## config.mk

```make
export PLATFORM = sky130hd
export DESIGN_NAME = pocs_sequencer
export DESIGN_NICKNAME = d
export VERILOG_FILES = /design/src/rtl/pocs_pkg.sv /design/src/rtl/pocs_sequencer.sv
export SDC_FILE = /design/constraint.sdc
export NUM_CORES = 1
export LEC_CHECK = 0
export ABC_CLOCK_PERIOD_IN_PS = 2400
export CORE_ASPECT_RATIO = 2
export CORE_MARGIN = 2
export CORE_UTILIZATION = 30
export DETAILED_ROUTE_END_ITERATION = 8
export DONT_BUFFER_PORTS = 1
export REMOVE_ABC_BUFFERS = 1
export SETUP_SLACK_MARGIN = 0.4
export SLEW_MARGIN = 20
export SYNTH_ARGS = -nofsm -noshare
export SYNTH_HDL_FRONTEND = slang
export SYNTH_SLANG_ARGS = --single-unit
```

## constraint.sdc

```tcl
create_clock -name clock -period 2.4 [get_ports clock]
set_input_delay 0.12 -clock clock [delete_from_list [all_inputs] [get_ports clock]]
set_output_delay 0.12 -clock clock [all_outputs]
set_load 0.005 [all_outputs]
```

## src/rtl/pocs_pkg.sv

```systemverilog
// Purpose: constants and types for the power-on configuration sequencer
// Assumes: 40 MHz free-running internal oscillator as clock
// Notes:   all timing counts derive from times in their own units
package pocs_pkg;

  // ****************************************
  // Timing
  // ****************************************
  localparam int unsigned CLK_MHZ             = 40;
  localparam int unsigned CONFIG_TIME_US      = 450;
  localparam int unsigned IO_SETTLE_US        = 2;
  localparam int unsigned CONFIG_CYCLES       = CONFIG_TIME_US * CLK_MHZ;
  localparam int unsigned IO_SETTLE_CYCLES    = IO_SETTLE_US * CLK_MHZ;
  localparam int unsigned CNT_W               = 16;
  localparam logic [CNT_W-1:0] CNT_ZERO       = 16'h0000;
  localparam logic [CNT_W-1:0] CNT_ONE        = 16'h0001;
  localparam logic [CNT_W-1:0] IO_SETTLE_CNT  = CNT_W'(IO_SETTLE_CYCLES);

  // ****************************************
  // Synchroniser and state
  // ****************************************
  localparam int unsigned SYNC_W = 3;
  localparam logic [SYNC_W-1:0] SYNC_RST = 3'h0;

  typedef enum logic [2:0] {
    POCS_OFF      = 3'b000,
    POCS_DOWNLOAD = 3'b001,
    POCS_WAIT_IO  = 3'b010,
    POCS_IO_SETTLE = 3'b011,
    POCS_CLEAR    = 3'b100,
    POCS_USER     = 3'b101,
    POCS_LOCKED   = 3'b110
  } pocs_state_t;

endpackage : pocs_pkg

```

## src/rtl/pocs_sequencer.sv

```systemverilog
// Purpose: power-on reset and configuration sequencer
// Assumes: comparator flags are asynchronous; clock is the internal oscillator
// Notes:   analog thresholds live in the comparators, not here
//          config time is the slow-device bound; a faster part only waits longer
//          option enables are straps, read without synchronisers
//          the zero hold before a Z restart is the board's duty, not checked here
// Operation
// Tri-state pins with pull-ups until user
// Start download at core start threshold
// Finish within one configuration time
// User mode waits for all I/O banks
// Late I/O: user mode 2 us later
// Hand pins to user logic
// Non-Z: core sag resets SRAM, tri-states
// Non-Z: restart download on core recovery
// Z: no monitoring in user mode
// Z: restart when core rises from zero
// Clear registers before releasing tri-states
// Clear pin holds clears past release
// Output-enable pin holds tri-states
// Synchronised flags, oscillator-counted delays
`timescale 1ns/10ps
module pocs_sequencer #(
  parameter int unsigned CONFIG_CYCLES = pocs_pkg::CONFIG_CYCLES
) (
  input  wire logic clock,
  input  wire logic rst,
  input  wire logic z_variant,
  input  wire logic core_above_start,
  input  wire logic core_above_sag,
  input  wire logic core_at_zero,
  input  wire logic io_banks_good,
  input  wire logic dev_clear_enable,
  input  wire logic device_clear_pin_n,
  input  wire logic device_output_enable_pin_enable,
  input  wire logic device_output_enable_pin,
  input  wire logic download_done,
  output logic      download_start,
  output logic      sram_reset,
  output logic      io_tristate,
  output logic      io_pullup_en,
  output logic      user_reg_clear,
  output logic      user_mode
);

  // ****************************************
  // State
  // ****************************************
  typedef struct packed {
    // Three-stage synchronisers
    logic [pocs_pkg::SYNC_W-1:0] start_s;
    logic [pocs_pkg::SYNC_W-1:0] sag_s;
    logic [pocs_pkg::SYNC_W-1:0] zero_s;
    logic [pocs_pkg::SYNC_W-1:0] io_s;
    logic [pocs_pkg::SYNC_W-1:0] clrn_s;
    logic [pocs_pkg::SYNC_W-1:0] oe_s;
    logic [pocs_pkg::SYNC_W-1:0] dl_s;
    // Filtered levels
    logic                        start_f;
    logic                        sag_f;
    logic                        zero_f;
    logic                        io_f;
    logic                        clrn_f;
    logic                        oe_f;
    logic                        dl_f;
    // Sequence and outputs
    pocs_pkg::pocs_state_t       state;
    logic [pocs_pkg::CNT_W-1:0]  cnt;
    logic                        start_pulse;
    logic                        sram_rst;
    logic                        pin_hold;
    logic                        clr;
    logic                        user;
  } pocs_regs_t;

  pocs_regs_t r_q;
  pocs_regs_t r_d;

  localparam logic [pocs_pkg::CNT_W-1:0] CFG_CNT = pocs_pkg::CNT_W'(CONFIG_CYCLES);

  // Safe state: pins held, SRAM and registers cleared
  localparam pocs_regs_t POCS_REGS_RST = '{
    start_s:     pocs_pkg::SYNC_RST,
    sag_s:       pocs_pkg::SYNC_RST,
    zero_s:      pocs_pkg::SYNC_RST,
    io_s:        pocs_pkg::SYNC_RST,
    clrn_s:      pocs_pkg::SYNC_RST,
    oe_s:        pocs_pkg::SYNC_RST,
    dl_s:        pocs_pkg::SYNC_RST,
    start_f:     1'b0,
    sag_f:       1'b0,
    zero_f:      1'b0,
    io_f:        1'b0,
    clrn_f:      1'b0,
    oe_f:        1'b0,
    dl_f:        1'b0,
    state:       pocs_pkg::POCS_OFF,
    cnt:         pocs_pkg::CNT_ZERO,
    start_pulse: 1'b0,
    sram_rst:    1'b1,
    pin_hold:    1'b1,
    clr:         1'b1,
    user:        1'b0
  };

  // ****************************************
  // Helpers
  // ****************************************
  // Filtered level: changes only when stages two and three agree
  function automatic logic pocs_filt(
    input logic [pocs_pkg::SYNC_W-1:0] s,
    input logic                        prev
  );
    if (s[1] == s[2]) begin
      pocs_filt = s[2];
    end else begin
      pocs_filt = prev;
    end
  endfunction : pocs_filt

  function automatic logic [pocs_pkg::SYNC_W-1:0] pocs_shift(
    input logic [pocs_pkg::SYNC_W-1:0] s,
    input logic                        d
  );
    pocs_shift = {s[1:0], d};
  endfunction : pocs_shift

  // Timer reached its end; a zero count counts as expired too
  function automatic logic pocs_expired(
    input logic [pocs_pkg::CNT_W-1:0] c
  );
    if (c <= pocs_pkg::CNT_ONE) begin
      pocs_expired = 1'b1;
    end else begin
      pocs_expired = 1'b0;
    end
  endfunction : pocs_expired

  // Optional pin keeps a hold asserted; with the option off the hold drops
  function automatic logic pocs_hold(
    input logic enable,
    input logic released
  );
    pocs_hold = enable && !released;
  endfunction : pocs_hold

  // States in which a non-Z core sag aborts the sequence
  function automatic logic pocs_watched(
    input pocs_pkg::pocs_state_t s
  );
    case (s)
      pocs_pkg::POCS_DOWNLOAD,
      pocs_pkg::POCS_WAIT_IO,
      pocs_pkg::POCS_IO_SETTLE,
      pocs_pkg::POCS_CLEAR,
      pocs_pkg::POCS_USER: begin
        pocs_watched = 1'b1;
      end
      default: begin
        pocs_watched = 1'b0;
      end
    endcase
  endfunction : pocs_watched

  // Back to the safe state: SRAM reset, pins held, registers cleared
  function automatic pocs_regs_t pocs_enter_off(
    input pocs_regs_t r
  );
    pocs_enter_off             = r;
    pocs_enter_off.state       = pocs_pkg::POCS_OFF;
    pocs_enter_off.start_pulse = 1'b0;
    pocs_enter_off.sram_rst    = 1'b1;
    pocs_enter_off.pin_hold    = 1'b1;
    pocs_enter_off.clr         = 1'b1;
    pocs_enter_off.user        = 1'b0;
  endfunction : pocs_enter_off

  // Leave the safe state: one start strobe, SRAM out of reset, timer armed
  function automatic pocs_regs_t pocs_start_download(
    input pocs_regs_t                 r,
    input logic [pocs_pkg::CNT_W-1:0] cycles
  );
    pocs_start_download             = r;
    pocs_start_download.state       = pocs_pkg::POCS_DOWNLOAD;
    pocs_start_download.start_pulse = 1'b1;
    pocs_start_download.sram_rst    = 1'b0;
    pocs_start_download.cnt         = cycles;
  endfunction : pocs_start_download

  // ****************************************
  // Next state
  // ****************************************
  always_comb begin
    r_d             = r_q;
    r_d.start_pulse = 1'b0;
    // Supply flags and pins cross in from the analog side
    r_d.start_s = pocs_shift(r_q.start_s, core_above_start);
    r_d.sag_s   = pocs_shift(r_q.sag_s, core_above_sag);
    r_d.zero_s  = pocs_shift(r_q.zero_s, core_at_zero);
    r_d.io_s    = pocs_shift(r_q.io_s, io_banks_good);
    r_d.clrn_s  = pocs_shift(r_q.clrn_s, device_clear_pin_n);
    r_d.oe_s    = pocs_shift(r_q.oe_s, device_output_enable_pin);
    r_d.dl_s    = pocs_shift(r_q.dl_s, download_done);
    r_d.start_f = pocs_filt(r_q.start_s, r_q.start_f);
    r_d.sag_f   = pocs_filt(r_q.sag_s, r_q.sag_f);
    r_d.zero_f  = pocs_filt(r_q.zero_s, r_q.zero_f);
    r_d.io_f    = pocs_filt(r_q.io_s, r_q.io_f);
    r_d.clrn_f  = pocs_filt(r_q.clrn_s, r_q.clrn_f);
    r_d.oe_f    = pocs_filt(r_q.oe_s, r_q.oe_f);
    r_d.dl_f    = pocs_filt(r_q.dl_s, r_q.dl_f);
    // One down counter serves both timed waits
    if (r_q.cnt != pocs_pkg::CNT_ZERO) begin
      r_d.cnt = r_q.cnt - pocs_pkg::CNT_ONE;
    end
    case (r_q.state)
      pocs_pkg::POCS_OFF: begin
        r_d.pin_hold = 1'b1;
        r_d.sram_rst = 1'b1;
        r_d.clr      = 1'b1;
        r_d.user     = 1'b0;
        if (r_q.start_f) begin
          r_d = pocs_start_download(r_d, CFG_CNT);
        end
      end

      pocs_pkg::POCS_DOWNLOAD: begin
        // Download and timer both must end; the timer sets the shortest wait
        if (r_q.dl_f && pocs_expired(r_q.cnt)) begin
          r_d.state = pocs_pkg::POCS_WAIT_IO;
        end
      end

      pocs_pkg::POCS_WAIT_IO: begin
        if (r_q.io_f) begin
          r_d.state = pocs_pkg::POCS_CLEAR;
        end else begin
          // Armed here so a bank rising next cycle still waits the full delay
          r_d.state = pocs_pkg::POCS_IO_SETTLE;
          r_d.cnt   = pocs_pkg::IO_SETTLE_CNT;
        end
      end

      pocs_pkg::POCS_IO_SETTLE: begin
        if (!r_q.io_f) begin
          r_d.cnt = pocs_pkg::IO_SETTLE_CNT;
        end else if (pocs_expired(r_q.cnt)) begin
          r_d.state = pocs_pkg::POCS_CLEAR;
        end
      end

      pocs_pkg::POCS_CLEAR: begin
        // Registers leave clear one cycle before pins leave tri-state
        r_d.clr   = pocs_hold(dev_clear_enable, r_q.clrn_f);
        r_d.state = pocs_pkg::POCS_USER;
      end

      pocs_pkg::POCS_USER: begin
        r_d.user     = 1'b1;
        r_d.pin_hold = pocs_hold(device_output_enable_pin_enable, r_q.oe_f);
        r_d.clr      = pocs_hold(dev_clear_enable, r_q.clrn_f);
        if (z_variant) begin
          r_d.state = pocs_pkg::POCS_LOCKED;
        end
      end

      pocs_pkg::POCS_LOCKED: begin
        // Supplies ignored here; only a full collapse to zero restarts
        r_d.pin_hold = pocs_hold(device_output_enable_pin_enable, r_q.oe_f);
        r_d.clr      = pocs_hold(dev_clear_enable, r_q.clrn_f);
        if (r_q.zero_f) begin
          r_d = pocs_enter_off(r_d);
        end
      end

      default: begin
        r_d = pocs_enter_off(r_d);
      end
    endcase
    // Non-Z sag aborts a download or user mode alike
    if (!z_variant && !r_q.sag_f && pocs_watched(r_q.state)) begin
      r_d = pocs_enter_off(r_d);
    end
  end

  // ****************************************
  // Registers
  // ****************************************
  always_ff @(posedge clock) begin
    if (rst) begin
      r_q <= POCS_REGS_RST;
    end else begin
      r_q <= r_d;
    end
  end

  // ****************************************
  // Outputs
  // ****************************************
  assign download_start = r_q.start_pulse;
  assign sram_reset     = r_q.sram_rst;
  assign io_tristate    = r_q.pin_hold;
  assign io_pullup_en   = r_q.pin_hold;
  assign user_reg_clear = r_q.clr;
  assign user_mode      = r_q.user;

endmodule : pocs_sequencer

```

==> results.toml <==
[min_path]
hold_path_class = "input port to flop"

[sta]
finalHoldViolCount = 0
clock_skew_ns = 0.00638
fmax_ghz = 0.559
fin_ws_ns = 0.610
finalCritPeriodShare_pct = 74.6
worst_slew_pin_slew_ns = 0.685
relSlewSlack_pct = 54.0
slew_violations = 0
finalSetupTns_ns = 0
rsz0062_at_grt = "false"
fin_crit_ns = 1.79
finalSetupViolations = 0

[run]
cap_violations = 0

[finish]
final_common_cell = "dfxtp_1"
num_antenna_cells = 0
fillCellCount = 749
layout-drive-gt1-share_pct = 10.0
syn_to_final_growth_pct = 14.6
nets = 254
finalInstanceArea_mm2 = 0.00249
final_cell_mix = "51 x dfxtp_1, 24 x nor2_1, 23 x nor2b_1, 20 x nand2_1"

[routing]
vias = 1595
ant_nets = 0
drt_iter0_drc = 24
wirelength_um = 4220
firstDrtPassIters = 5
drc = 0
routedWlPerCell_um = 12.8
vias_per_cell = 4.83

[clock_tree]
cts.sink_count = 52
cts_made_buffers = 5
cts-root-buf = "clkbuf_16"
cts_tree = "yes"
clkLatencyLatePin_ns = 0.29
cts.htree.levels = 2
clockBufferDepth = 2
clk_pin_slew_ns = 0.07

[floorplanning]
start_util_pct = 31.1
placementRows = 43
die_w_um = 64.2
chipHeight_um = 124
pin_count = 18
dieArea_mm2 = 0.00798
core_region_area_mm2 = 0.00699

[synthesis]
synthAdderAreaFrac_pct = 1.73
netlist_area_mm2 = 0.00217
synth_top_family_by_area = "simple AND/OR/NAND/NOR gates"
synth_compound_area_share_pct = 14.5
synth.distinct_cells = 51
synthMuxAreaShare_pct = 0.921
synth-simple-area-share_pct = 27.3
synth_area_per_cell_um2 = 9.33
ys.flop_type = "dfxtp_1"
ys_warn_count = 0
synth_edf_count = 0
syn-instance-count = 233
synthArstFlopShare_pct = 0
synthXorXnorAreaFrac_pct = 4.43
synth-seq-cells = 52
yosysSeqAreaShare_pct = 47.9

[pwr]
leakage_nw = 0.865
p_per_area_mw_per_mm2 = 1190
ir_drop_mv = 0.635

[worst_setup_path]
crit_arrival_ns = 2.01
required_ns = 2.62
start_kind = "flop"
path_max_fanout = 18
crit_family = "compound AO/OA/AOI/OAI gates"
crit_path_end_kind = "flop"
cpPeakStageDelay_ns = 0.66
crit_chain = "o21bai_1 -> a221oi_2 -> a31oi_4 -> or3b_1 -> a21boi_1"
critical_path_class = "flop to flop"
crit_buf_inv = 0
crit_slowest_cell = "dfxtp_1"

[global_routing]
grt_pass1_wl_um = 7200
grt_pass1_vias = 1563
grt_antenna_before_repair = 0
grt_max_degree = 34
grt_usage_pct = 11.7
grt_overflow_total = 0

[place]
placed_cell_area_mm2 = 0.00224
port_buffers = 0
gp_congestion = 0.814
hpwl_um = 2970
place_ws_ns = 0.461

[run_status]
status = "complete, no violations"
==> synth_stat cells (all sizes together), types with 2 or more instances <==
library cell  number  area [um^2]
nand4              4         25.0
xor2              10         87.6
nor4               2         33.8
nor2b             23          144
mux2i              2         20.0
nor3b              2         15.0
nor2              24         90.1
inv                5         18.8
dfxtp             52         1040
a21oi             13         65.1
clkbuf             7         26.3
nand2             20         75.1
a21boi             2         15.0
nand3b             2         15.0
nand4b             3         26.3
o21ai             16         80.1
ha                 3         37.5
nor3               6         46.3
nand3              6         30.0
o22ai              2         12.5
a31oi              3         40.0
buf                3         23.8
nand2b             4         25.0
==> final timing paths <==
check | from | end | slack [ns] | depth (start not counted)
min | dev_clear_enable | user_reg_clear | 0.03 | 2
max | r_q[22] | r_q[22] | 0.61 | 5
min reg2reg | r_q[40] | r_q[41] | 0.43 | 1
max reg2reg | r_q[22] | r_q[22] | 0.61 | 5
==> timing repair <==
| item | in CTS | in global routing |
|---|---|---|
| hold buffers | 8 | 0 |
| resized for setup | 0 | 2 |
| endpoints found under the hold margin | 35 | 0 |
| setup buffers | 0 | 1 |
| endpoints found under the setup margin | 0 | 5 |
==> cell families (layout without fill, tap and decap cells) <==
| kind of cell | after synthesis | after routing |
|---|---|---|
| AO/OA/AOI/OAI | 47 | 47 |
| multiplexers | 2 | 2 |
| XOR/XNOR | 11 | 11 |
| adder cells (fa/ha/maj) | 3 | 3 |
| flip-flops | 52 | 52 |
| AND/OR/NAND/NOR | 103 | 103 |
| buffers and inverters | 15 | 22 |
==> metrics by stage <==
step | util, % | instances | hold slack [ns] | total power [W]
after CTS | 35.4 | 329 | 0.0254 | 0.00296
final | 35.6 | 330 | 0.0277 | 0.00296
after global routing | 35.6 | 330 | 0.0289 | 0.00316
after detailed placement | 32.0 | 313 | 0.196 | 0.00221
after global placement | 32.0 | 313 | 0.193 | 0.00221
after floorplan | - | 223 | 0.189 | 0.00200
==> layout make-up <==
cell class | count | area (um^2) | area share, %
inverters | 5 | 18.8 | 0.754
clock inverters | 1 | 7.51 | 0.302
flip-flops and latches | 52 | 1040 | 41.9
well taps | 90 | 113 | 4.52
repair buffers | 9 | 97.6 | 3.92
multi-input cells | 166 | 1070 | 42.9
clock buffers | 7 | 143 | 5.73
==> worst register-to-register path, delay by kind of cell, from the launching register on <==
| family | cells | cell delay (ns) |
|---|---|---|
| compound gates | 4 | 0.70 |
| flops | 1 | 0.66 |
| simple gates | 1 | 0.37 |
==> where the power goes <==
part           switching, W  internal, W
clock network      0.000303     0.000415
logic              0.000560     0.000494
registers          0.000183      0.00100
==> metal layers <==
layer  routed length, um  global-route usage [%]  part of all wire, %
met5                   0                       0                    0
met3                 138                    3.07                  3.3
met4                 161                    7.88                  3.8
met2                2350                    22.1                   56
met1                1570                    10.4                   37
==> state kept, by name, summed over array words and instances, names as in the netlist <==
| name | cells |
|---|---|
| download_start | 1 |
| io_pullup_en | 1 |
| r_q | 47 |
| sram_reset | 1 |
| user_mode | 1 |
| user_reg_clear | 1 |
No activity file was read; power rests on OpenSTA's default activity.
